**config.mk**
```make
export PLATFORM = sky130hd
export DESIGN_NAME = glb_regs
export DESIGN_NICKNAME = d
export VERILOG_FILES = /design/src/hdl/glb_pkg.sv /design/src/hdl/glb_regs.sv /design/src/hdl/glb_reload.sv
export SDC_FILE = /design/constraint.sdc
export NUM_CORES = 1
export LEC_CHECK = 0
export BUFFER_PORTS_ARGS = -buffer_cell sky130_fd_sc_hd__buf_4
export CAP_MARGIN = 30
export CORE_MARGIN = 3
export CORE_UTILIZATION = 45
export CTS_CLUSTER_SIZE = 10
export DETAILED_ROUTE_END_ITERATION = 12
export MAX_ROUTING_LAYER = met4
export PLACE_DENSITY = 0.8
export REMOVE_ABC_BUFFERS = 1
export SLEW_MARGIN = 20
export SYNTH_ARGS = -nofsm -noshare
export SYNTH_HDL_FRONTEND = slang
export SYNTH_SLANG_ARGS = --single-unit
export TNS_END_PERCENT = 1
```
**constraint.sdc**
```tcl
create_clock -name CLK_I -period 10.7 [get_ports CLK_I]
set_input_delay 1.605 -clock CLK_I [delete_from_list [all_inputs] [get_ports CLK_I]]
set_output_delay 1.605 -clock CLK_I [all_outputs]
set_load 0.05 [all_outputs]
```
**src/hdl/glb_pkg.sv**
```systemverilog
// constants for the global control register bank
// How it works
// RULE1: line standard bit picks T1 or E1
// RULE2: standard change reloads all framer defaults
// RULE3: reload completes within 34 line-clock cycles
// RULE4: host waits one frame after standard change
// RULE5: bit 14 selects backplane or GCI timing (code gives GCI only while bit 4 is clear)
// RULE6: bit 4 selects system clock rate
// RULE7: soft reset rising edge resets framers
// RULE8: soft reset equals hardware reset pin (code keeps mode bit 0 set through soft reset)
// RULE9: decode 9xx: A11,A8 high, A10,A9 low
// RULE10: channel field picks single-update channel
// RULE11: stream field picks capture source stream
// RULE12: capture updates only while enabled
// RULE13: host disables capture before reading buffer
// RULE14: framer field picks captured framer
// RULE15: whole-frame bit writes every channel
// RULE16: continuous bit repeats, else fill once
// RULE17: host should use continuous capture mode
// RULE18: framer 3 mask bits force status zero
// RULE19: unused bits read zero, writes ignored
package glb_pkg;
   localparam logic [11:0] ADDR_MODE = 12'h900;
   localparam logic [11:0] ADDR_CAPT = 12'h901;
   localparam logic [11:0] ADDR_MASK = 12'h902;
   localparam logic [15:0] MODE_WMASK = 16'hc011;
   localparam logic [15:0] CAPT_WMASK = 16'hf8ff;
   localparam logic [15:0] MASK_WMASK = 16'he000;
   localparam int MODE_STD_BIT = 15;
   localparam int MODE_TIM_BIT = 14;
   localparam int MODE_CLK_BIT = 4;
   localparam int MODE_RST_BIT = 0;
   localparam logic [15:0] MODE_RESET = 16'h8000;
   localparam logic [15:0] CAPT_RESET = 16'h0000;
   localparam logic [15:0] MASK_RESET = 16'h0000;
   localparam int CAPT_CH_HI = 15;
   localparam int CAPT_CH_LO = 11;
   localparam int CAPT_STR_HI = 7;
   localparam int CAPT_STR_LO = 6;
   localparam int CAPT_EN_BIT = 5;
   localparam int CAPT_FR_HI = 4;
   localparam int CAPT_FR_LO = 2;
   localparam int CAPT_WHOLE_BIT = 1;
   localparam int CAPT_CONT_BIT = 0;
   localparam int MASK_HDLC_BIT = 15;
   localparam int MASK_ELAS_BIT = 14;
   localparam int MASK_RXL_BIT = 13;
   localparam int CLK_HZ = 200_000_000;
   localparam int RELOAD_LINE_CYC = 34;
   localparam int LINE_HZ = 1_544_000;
   // longest time rounds down
   localparam int RELOAD_CYC = (RELOAD_LINE_CYC * (CLK_HZ / 1000)) / (LINE_HZ / 1000);
   localparam int NUM_CHAN = 32;
   localparam int NUM_FRAMERS = 8;
   typedef enum logic [1:0] {
      STR_DATA_IN = 2'b00,
      STR_DATA_OUT = 2'b01,
      STR_SIG_IN = 2'b10,
      STR_SIG_OUT = 2'b11
   } stream_t;
   typedef enum logic [1:0] {
      CAP_IDLE = 2'b00,
      CAP_RUN = 2'b01,
      CAP_FULL = 2'b10
   } cap_state_t;
endpackage : glb_pkg

```
**src/hdl/glb_regs.sv**
```systemverilog
// global control registers, capture selection and framer 3 masks
`timescale 1ns/100ps
module glb_regs
   import glb_pkg::*;
(
   // clock and reset
   input wire logic CLK_I,
   input wire logic RST_I,
   // parallel host bus, from pins
   input wire logic CS_N_I,
   input wire logic WR_N_I,
   input wire logic RD_N_I,
   input wire logic [11:0] ADDR_I,
   input wire logic [15:0] WDATA_I,
   output logic [15:0] RDATA_O,
   output logic RDATA_OE_O,
   // mode outputs to framers
   output logic T1_MODE_O,
   output logic GCI_TIMING_O,
   output logic CLK_16M_O,
   output logic FRAMER_RESET_O,
   output logic DEFAULTS_T1_O,
   output logic RELOAD_BUSY_O,
   // capture engine
   input wire logic FRAME_START_I,
   input wire logic CHAN_STROBE_I,
   input wire logic [4:0] CHAN_NUM_I,
   input wire logic [7:0] DATA_IN_I,
   input wire logic [7:0] DATA_OUT_I,
   input wire logic [7:0] SIG_IN_I,
   input wire logic [7:0] SIG_OUT_I,
   output logic [2:0] CAPT_FRAMER_O,
   output logic CAPT_WE_O,
   output logic [4:0] CAPT_ADDR_O,
   output logic [7:0] CAPT_DATA_O,
   output logic CAPT_FULL_O,
   // framer 3 vector status
   input wire logic [2:0] F3_STATUS_I,
   output logic [2:0] F3_STATUS_O
);
   // pin synchronisers
   logic [1:0] cs_s, wr_s, rd_s;
   logic [11:0] addr_s1, addr_s2;
   logic [15:0] wd_s1, wd_s2;
   always_ff @(posedge CLK_I or posedge RST_I) begin
      if (RST_I) begin
         cs_s <= 2'b11;
         wr_s <= 2'b11;
         rd_s <= 2'b11;
         addr_s1 <= '0;
         addr_s2 <= '0;
         wd_s1 <= '0;
         wd_s2 <= '0;
      end else begin
         cs_s <= {cs_s[0], CS_N_I};
         wr_s <= {wr_s[0], WR_N_I};
         rd_s <= {rd_s[0], RD_N_I};
         addr_s1 <= ADDR_I;
         addr_s2 <= addr_s1;
         wd_s1 <= WDATA_I;
         wd_s2 <= wd_s1;
      end
   end

   // one write per strobe: act on the cycle after falling edge
   logic wr_prev_r;
   always_ff @(posedge CLK_I or posedge RST_I) begin
      if (RST_I) begin
         wr_prev_r <= 1'b0;
      end else begin
         wr_prev_r <= ~cs_s[1] & ~wr_s[1];
      end
   end
   logic wr_lvl, wr_pulse, glb_hit, rd_lvl;
   assign wr_lvl = ~cs_s[1] & ~wr_s[1];
   assign wr_pulse = wr_lvl & ~wr_prev_r;
   assign rd_lvl = ~cs_s[1] & ~rd_s[1];
   // RULE9
   assign glb_hit = addr_s2[11] & addr_s2[8] & ~addr_s2[10] & ~addr_s2[9];

   // soft reset acts as the pin: whole bank goes back to reset, except mode bit 0 which stays set
   logic soft_rst_r, mode_rst_prev_r;
   logic [15:0] mode_r, capt_r, mask_r;
   logic soft_rise;
   assign soft_rise = mode_r[MODE_RST_BIT] & ~mode_rst_prev_r; // RULE7

   always_ff @(posedge CLK_I or posedge RST_I) begin
      if (RST_I) begin
         soft_rst_r <= 1'b0;
         mode_rst_prev_r <= 1'b0;
      end else begin
         soft_rst_r <= soft_rise; // RULE8
         mode_rst_prev_r <= mode_r[MODE_RST_BIT];
      end
   end

   always_ff @(posedge CLK_I or posedge RST_I) begin
      if (RST_I) begin
         mode_r <= MODE_RESET;
      end else if (soft_rst_r) begin
         // keep the soft reset bit so no second edge is seen
         mode_r <= MODE_RESET | (mode_r & 16'h0001); // RULE8
      end else if (wr_pulse && glb_hit && addr_s2 == ADDR_MODE) begin
         mode_r <= wd_s2 & MODE_WMASK; // RULE19
      end
   end

   always_ff @(posedge CLK_I or posedge RST_I) begin
      if (RST_I) begin
         capt_r <= CAPT_RESET;
      end else if (soft_rst_r) begin
         capt_r <= CAPT_RESET; // RULE8
      end else if (wr_pulse && glb_hit && addr_s2 == ADDR_CAPT) begin
         capt_r <= wd_s2 & CAPT_WMASK; // RULE19
      end
   end

   always_ff @(posedge CLK_I or posedge RST_I) begin
      if (RST_I) begin
         mask_r <= MASK_RESET;
      end else if (soft_rst_r) begin
         mask_r <= MASK_RESET; // RULE8
      end else if (wr_pulse && glb_hit && addr_s2 == ADDR_MASK) begin
         mask_r <= wd_s2 & MASK_WMASK; // RULE19
      end
   end

   // read path
   logic [15:0] rd_nxt;
   always_comb begin
      rd_nxt = 16'h0000;
      if (glb_hit) begin
         case (addr_s2)
            ADDR_MODE: rd_nxt = mode_r;
            ADDR_CAPT: rd_nxt = capt_r;
            ADDR_MASK: rd_nxt = mask_r;
            default: rd_nxt = 16'h0000;
         endcase
      end
   end
   always_ff @(posedge CLK_I or posedge RST_I) begin
      if (RST_I) begin
         RDATA_O <= '0;
         RDATA_OE_O <= 1'b0;
      end else begin
         RDATA_O <= rd_nxt;
         RDATA_OE_O <= rd_lvl & glb_hit;
      end
   end

   // line standard change triggers default reload
   logic std_prev_r, std_change;
   always_ff @(posedge CLK_I or posedge RST_I) begin
      if (RST_I) begin
         std_prev_r <= 1'b1;
      end else begin
         std_prev_r <= mode_r[MODE_STD_BIT];
      end
   end
   assign std_change = mode_r[MODE_STD_BIT] ^ std_prev_r; // RULE2

   glb_reload u_reload (
      .clk_i(CLK_I),
      .rst_i(RST_I),
      .start_i(std_change | soft_rst_r),
      .busy_o(RELOAD_BUSY_O)
   );

   assign T1_MODE_O = mode_r[MODE_STD_BIT]; // RULE1
   // gci only meaningful at 2.048 Mb/s
   assign GCI_TIMING_O = mode_r[MODE_TIM_BIT] & ~mode_r[MODE_CLK_BIT]; // RULE5
   assign CLK_16M_O = mode_r[MODE_CLK_BIT]; // RULE6
   assign FRAMER_RESET_O = RELOAD_BUSY_O; // RULE2
   assign DEFAULTS_T1_O = mode_r[MODE_STD_BIT]; // RULE2

   // capture engine
   logic cap_en, whole, cont;
   logic [4:0] sel_ch;
   stream_t sel_str;
   assign cap_en = capt_r[CAPT_EN_BIT];
   assign whole = capt_r[CAPT_WHOLE_BIT];
   assign cont = capt_r[CAPT_CONT_BIT];
   assign sel_ch = capt_r[CAPT_CH_HI:CAPT_CH_LO];
   assign sel_str = stream_t'(capt_r[CAPT_STR_HI:CAPT_STR_LO]);
   assign CAPT_FRAMER_O = capt_r[CAPT_FR_HI:CAPT_FR_LO]; // RULE14

   logic [7:0] src;
   always_comb begin
      case (sel_str) // RULE11
         STR_DATA_IN: src = DATA_IN_I;
         STR_DATA_OUT: src = DATA_OUT_I;
         STR_SIG_IN: src = SIG_IN_I;
         STR_SIG_OUT: src = SIG_OUT_I;
         default: src = DATA_IN_I;
      endcase
   end

   cap_state_t cap_r;
   logic [4:0] fill_r;
   logic take;
   // RULE10 RULE15
   assign take = CHAN_STROBE_I && (whole || CHAN_NUM_I == sel_ch);

   always_ff @(posedge CLK_I or posedge RST_I) begin
      if (RST_I) begin
         cap_r <= CAP_IDLE;
         fill_r <= '0;
      end else if (soft_rst_r || !cap_en) begin
         cap_r <= CAP_IDLE;
         fill_r <= '0;
      end else begin
         case (cap_r)
            CAP_IDLE: if (FRAME_START_I) cap_r <= CAP_RUN;
            CAP_RUN: if (take) begin
               fill_r <= fill_r + 5'd1;
               if (fill_r == 5'd31 && !cont) cap_r <= CAP_FULL; // RULE16
            end
            CAP_FULL: cap_r <= CAP_FULL;
            default: cap_r <= CAP_IDLE;
         endcase
      end
   end

   always_ff @(posedge CLK_I or posedge RST_I) begin
      if (RST_I) begin
         CAPT_WE_O <= 1'b0;
         CAPT_ADDR_O <= '0;
         CAPT_DATA_O <= '0;
      end else begin
         CAPT_WE_O <= cap_en && cap_r == CAP_RUN && take; // RULE12
         CAPT_ADDR_O <= whole ? CHAN_NUM_I : fill_r;
         CAPT_DATA_O <= src;
      end
   end
   assign CAPT_FULL_O = (cap_r == CAP_FULL);

   // framer 3 status gating
   assign F3_STATUS_O[2] = F3_STATUS_I[2] & ~mask_r[MASK_HDLC_BIT]; // RULE18
   assign F3_STATUS_O[1] = F3_STATUS_I[1] & ~mask_r[MASK_ELAS_BIT]; // RULE18
   assign F3_STATUS_O[0] = F3_STATUS_I[0] & ~mask_r[MASK_RXL_BIT]; // RULE18

   std_reload_a: assert property (@(posedge CLK_I) disable iff (RST_I)
      std_change |=> RELOAD_BUSY_O) else $error("no reload on change"); // RULE2
   soft_reset_a: assert property (@(posedge CLK_I) disable iff (RST_I)
      soft_rise |=> ##1 mode_r[MODE_STD_BIT] && capt_r == 16'h0) else $error("soft reset"); // RULE7
   capt_gate_a: assert property (@(posedge CLK_I) disable iff (RST_I)
      !cap_en |=> !CAPT_WE_O) else $error("capture while disabled"); // RULE12
   mask_gate_a: assert property (@(posedge CLK_I) disable iff (RST_I)
      mask_r[MASK_HDLC_BIT] |-> !F3_STATUS_O[2]) else $error("mask leak"); // RULE18
   unused_zero_a: assert property (@(posedge CLK_I) disable iff (RST_I)
      (mode_r & ~MODE_WMASK) == 16'h0) else $error("unused bit set"); // RULE19
   gci_rate_a: assert property (@(posedge CLK_I) disable iff (RST_I)
      CLK_16M_O |-> !GCI_TIMING_O) else $error("gci at high rate"); // RULE5
   std_out_a: assert property (@(posedge CLK_I) disable iff (RST_I)
      $changed(T1_MODE_O) |=> FRAMER_RESET_O && DEFAULTS_T1_O == T1_MODE_O)
      else $error("mode change without reload"); // RULE1
   single_hold_a: assert property (@(posedge CLK_I) disable iff (RST_I)
      CAPT_FULL_O && cap_en && !soft_rst_r |=> CAPT_FULL_O) else $error("full left"); // RULE16
   cov_std_c: cover property (@(posedge CLK_I) std_change);
   cov_full_c: cover property (@(posedge CLK_I) CAPT_FULL_O);
   cov_we_c: cover property (@(posedge CLK_I) CAPT_WE_O);
endmodule : glb_regs

```
**src/hdl/glb_reload.sv**
```systemverilog
// default reload sequencer: a trigger starts the busy window, or restarts it while busy
`timescale 1ns/100ps
module glb_reload
   import glb_pkg::*;
(
   input wire logic clk_i,
   input wire logic rst_i,
   input wire logic start_i,
   output logic busy_o
);
   localparam int CW = $clog2(RELOAD_CYC + 1);
   logic [CW-1:0] cnt_r;

   always_ff @(posedge clk_i or posedge rst_i) begin
      if (rst_i) begin
         cnt_r <= '0;
      end else if (start_i) begin
         cnt_r <= CW'(RELOAD_CYC); // RULE3
      end else if (cnt_r != '0) begin
         cnt_r <= cnt_r - 1'b1;
      end
   end

   assign busy_o = (cnt_r != '0);

   reload_len_a: assert property (@(posedge clk_i) disable iff (rst_i)
      start_i |=> busy_o [*8]) else $error("reload window too short"); // RULE3
endmodule : glb_reload

```
-- Yosys cells after proc, flatten, opt, wreduce, memory -nomap -nowiden
Index checks and enable logic that the tools add are counted.
- word-level logic and storage cells: 108
- output and inout port bits: 44
- flip-flop bits (word level): 165
- input port bits: 75
- add/subtract/negate cells: 2
- reduce and logical (&&, ||, !) cells: 24
- bitwise logic cells: 26
- eq/ne operators: 13
- muxes and demuxes: 20
- operators by type and width (operator ; number):
    two-way mux 16 bit ; 7
    one-hot mux 16 bit (3 select lines) ; 1
    equality test 12 bit (second input constant) ; 3
    one-hot mux 8 bit (4 select lines) ; 1
    two-way mux 13 bit ; 2
    two-way mux 5 bit ; 4
    nonzero test 13 bit ; 1
    subtractor 13 x 1 -> 13 bit (second input constant) ; 1
    AND 1 bit ; 12
    inverter 1 bit ; 12
    nonzero test 2 bit ; 6
    inequality test 3 bit (second input constant) ; 3
    logical AND 1 bit ; 8
    two-way mux 2 bit ; 4
    equality test 2 bit (second input constant) ; 3
    one-hot mux 2 bit (3 select lines) ; 1
    adder 5 x 1 -> 5 bit (second input constant) ; 1
    equality test 5 bit ; 1
    equality test 5 bit (second input constant) ; 1
    equality test 2 x 1 -> 1 bit (second input constant) ; 2
    zero test 2 bit ; 2
    AND reduction 2 bit ; 2
    AND reduction 3 bit ; 1
    zero test 1 bit ; 2
    other kinds (3) ; 4

-- Logic depth before layout (Yosys ltp)
- word-level depth: 7
- gate-level depth with buffers: 8
- depth with buffers taken out: 8

-- Modules after synthesis
From an unflattened synthesis, not the netlist that was laid out.
- cells, all modules: 350
- area total of the unflattened synthesis: 4865.9 um2
- modules (own cells, without submodules) (module ; sequential area each (um2) ; cells an instance ; area each (um2) ; times used):
    glb_regs ; 2912.8 ; 277 ; 4127.7 ; 1
    glb_reload ; 325.3 ; 73 ; 738.2 ; 1

-- Worst setup path before layout
No wires, ideal clock.
- path type: reg2out
- start point: register u_reload.cnt_r[0]
- end point: output RELOAD_BUSY_O
- path slack: 6.773 ns
- buffers on the path: 1
- arrival time: 2.322 ns
- cell stages (with the launch flop): 6
- required time: 9.095 ns
- path through: dfrtp_1 -> inv_1 -> ha_1 -> nor4b_1 -> nand2_1 -> buf_4
- word-level cells in the longest chain between the ends: 1
- RTL lines (element ; line ; RTL):
    start, declared ; glb_reload.sv:12 ; logic [CW-1:0] cnt_r;
    start signal, assigned ; glb_reload.sv:18 ; cnt_r <= CW'(RELOAD_CYC);
    start signal, assigned ; glb_reload.sv:20 ; cnt_r <= cnt_r - 1'b1;
    nonzero test 13 bit ; glb_reload.sv:24 ; assign busy_o = (cnt_r != '0);
    end, declared ; glb_regs.sv:23 ; output logic RELOAD_BUSY_O,
No other way between the ends.

-- Worst setup path in the final report
- start point: register u_reload.cnt_r[4]
- end point: output RELOAD_BUSY_O
The elaborated chain is that of the path after synthesis.

==> load_flow_metrics.sql <==
INSERT INTO impl_metrics (metric_group, metric, value, unit) VALUES
('critical_path', 'setup.worst_path.start', 'u_reload.cnt_r[4]', ''),
('timing', 'setup_tns', '0', 'ns'),
('routing', 'wire_per_inst', '16.2', 'um'),
('logic_synthesis', 'synthesis.area_per_instance', '13.4', 'um^2'),
('place', 'placement.cell_area', '0.00578', 'mm^2'),
('logic_synthesis', 'synthDistinctLibCells', '44', ''),
('final_layout', 'final_cell_count_no_fill', '628', ''),
('place', 'place_inst', '595', ''),
('logic_synthesis', 'synth_warnings', '0', ''),
('clock_tree', 'cts.htree.levels', '4', ''),
('critical_path', 'critPathLaunchType', 'flip-flop', ''),
('critical_path', 'ordered_list_of_cells_on_the_worst_path', 'or4_4, nor4b_2, nand2_1, buf_4', ''),
('final_layout', 'layout.core_utilization', '61.7', '%'),
('critical_path', 'critical_path_buf_inv_count', '1', ''),
('min_path', 'hold_class', 'flip-flop to flip-flop', ''),
('clock_tree', 'cts-buffers-inserted', '17', ''),
('power_and_ir_drop', 'ir_worst_vdd', '100', 'uV'),
('clock_tree', 'skew_pair_late_insertion_delay', '0.51', 'ns'),
('critical_path', 'critPathSlowestCell', 'sky130_fd_sc_hd__nor4b_2', ''),
('global_route', 'grt_first_pass_wirelength', '16.6', 'mm'),
('logic_synthesis', 'synth_enable_flop_cells', '0', ''),
('final_layout', 'antennaDiodeCount', '0', ''),
('logic_synthesis', 'asr_flop_ratio_synth', '100', '%'),
('timing', 'max_freq', '240', 'MHz'),
('routing', 'drt-initial-drc-count', '144', ''),
('logic_synthesis', 'dominantRegCellSynth', 'sky130_fd_sc_hd__dfrtp_1', ''),
('critical_path', 'cpPeakStageDelay', '0.64', 'ns'),
('clock_tree', 'post_cts_resized', '0', ''),
('critical_path', 'category_of_cells_accounting_for_the_largest_share_of_critical_path_delay', 'simple AND/OR/NAND/NOR gates', ''),
('floorplan', 'row_count', '37', ''),
('final_layout', 'area.growth.synth_to_final', '32.9', '%'),
('critical_path', 'worst-path-max-fanout', '8', ''),
('run_status', 'run_status', 'completed', ''),
('floorplan', 'die_area', '0.0120', 'mm^2'),
('final_layout', 'drive_gt1_share', '35.8', '%'),
('min_path', 'timing.hold.worst.start', 'addr_s1[1]', ''),
('logic_synthesis', 'synth_top_family_by_area', 'simple AND/OR/NAND/NOR gates', ''),
('logic_synthesis', 'top_post_synthesis_cells_by_area', 'sky130_fd_sc_hd__dfrtp_1, sky130_fd_sc_hd__dfstp_2, sky130_fd_sc_hd__mux2i_1', ''),
('logic_synthesis', 'synth_adder_area_share', '1.82', '%'),
('global_route', 'via_count_of_the_first_global_routing_pass', '3332', ''),
('place', 'detailedPlace.worstSlack', '7.08', 'ns'),
('routing', 'drt-pass1-iter-count', '4', ''),
('floorplan', 'core_area', '0.0104', 'mm^2'),
('clock_tree', 'cts.clk_slew.worst_paths', '0.06', 'ns'),
('logic_synthesis', 'netlist.area_leader.share', '62.9', '%'),
('timing', 'timing_worst_slew_pin_value', '0.833', 'ns'),
('place', 'numPortBuffers', '115', ''),
('timing', 'max_slew_margin', '44.5', '%'),
('critical_path', 'crit-reg2reg-launch', 'addr_s2[10]', ''),
('timing', 'setup_ws', '6.53', 'ns'),
('global_route', 'antenna_found_initial', '0', ''),
('clock_tree', 'cts_hold_repair.buffers', '0', ''),
('power_and_ir_drop', 'p_per_area', '198', 'mW/mm^2'),
('timing', 'final_min_period_over_clock_period', '38.9', '%'),
('floorplan', 'design.portCount', '119', ''),
('global_route', 'grt_remaining_overflow', '0', ''),
('logic_synthesis', 'synth.yosys.seq_area_share', '67.3', '%'),
('final_layout', 'layout.nets', '561', ''),
('clock_tree', 'cts_tree', 'yes', ''),
('logic_synthesis', 'netlist_area', '0.00481', 'mm^2'),
('routing', 'via_per_inst', '4.96', ''),
('timing', 'final_max_slew_viol_count', '0', ''),
('timing', 'rsz0062_at_grt', 'no', ''),
('power_and_ir_drop', 'power.leakage', '0.00303', 'uW'),
('final_layout', 'fillers', '799', ''),
('logic_synthesis', 'synth_compound_gate_area_share', '5.77', '%'),
('timing', 'timing.final.setup_violations', '0', ''),
('logic_synthesis', 'synthDominantAreaCellType', 'sky130_fd_sc_hd__dfrtp_1', ''),
('logic_synthesis', 'ys_ff_latch', '129', ''),
('critical_path', 'worst_ep_required_time', '9.10', 'ns'),
('routing', 'via_count', '3117', '');
through the flow:
| step | hold slack, ns | power, uW |
|---|---|---|
| after floorplan | 0.331 | 646 |
| after global placement | 0.334 | 686 |
| after detailed placement | 0.335 | 697 |
| after CTS | 0.347 | 1280 |
| after global routing | 0.353 | 1320 |
| final | 0.344 | 1270 |
final cells by class:
class | instances | area [um^2] | share of cell area (%)
Inverter | 9 | 36.3 | 0.567
Clock buffer | 18 | 418 | 6.53
Multi-Input combinational cell | 203 | 1440 | 22.5
Clock inverter | 14 | 178 | 2.78
Sequential cell | 129 | 3240 | 50.6
Timing Repair Buffer | 119 | 917 | 14.3
Tap cell | 136 | 170 | 2.66
synthesized netlist by cell type, drive strengths merged, types with 9 or more instances:
cell type	instances
xnor2	13
mux2i	18
nand2	19
a21oi	19
buf	11
o21ai	14
nor2b	10
and2	9
dfrtp	121
inv	9
nor2	33
final timing paths:
path | endpoint | slack [ns] | depth (start not counted)
hold reg to reg | addr_s2[1] | 0.34 | 0
min in group asynchronous | addr_s1[8] | 1.16 | 2
hold / removal | addr_s2[1] | 0.34 | 0
max in group asynchronous | cs_s[1] | 8.37 | 4
setup / recovery | RELOAD_BUSY_O | 6.53 | 4
setup reg to reg | capt_r[7] | 8.14 | 6
report_power, final:
part,leakage [uW],switching [uW],internal [uW]
logic,0.00113,70.2,64.4
registers,0.00161,31.3,527
clock network,0.000291,218,359
total,0.00303,319,950
kinds of logic (layout without fill, tap and decap cells):
family          Yosys count  after routing
mux                      30             30
buf+inv                  28            160
fa+ha+maj                 7              7
other cells               1              1
flops                   129            129
xor+xnor                 14             14
simple gates            105            105
compound gates           46             46
placed cells by master, fill, tap and decap left out, drive strengths merged, types with 5 or more instances in the layout:
cell,instances
a21oi,19
and2,9
buf,119
clkbuf,18
clkinv,5
dfrtp,121
dfstp,8
ha,7
inv,14
mux2i,18
mux4,8
nand2,19
nand2b,5
nand3,8
nor2,33
nor2b,10
o21ai,14
xnor2,13
flip-flops by register name (all words and copies together), names as in the netlist, 2 cells and up:
signal	cells
CAPT_DATA_O	8
addr_s1	12
fill_r	5
addr_s2	12
capt_r	13
mode_r	4
wd_s2	13
cap_r	2
mask_r	3
wd_s1	13
wr_s	2
rd_s	2
u_reload.cnt_r	13
CAPT_ADDR_O	5
cs_s	2
RDATA_O	14
routing by layer:
metal,up-vias,share of wire (%),track usage (%)
li1,1463,-,-
met1,1539,41,23.0
met2,101,52,30.6
met3,14,6.2,5.58
met4,0,1.3,7.39
met5,-,0,-
Power figures use the tool's default switching activity.
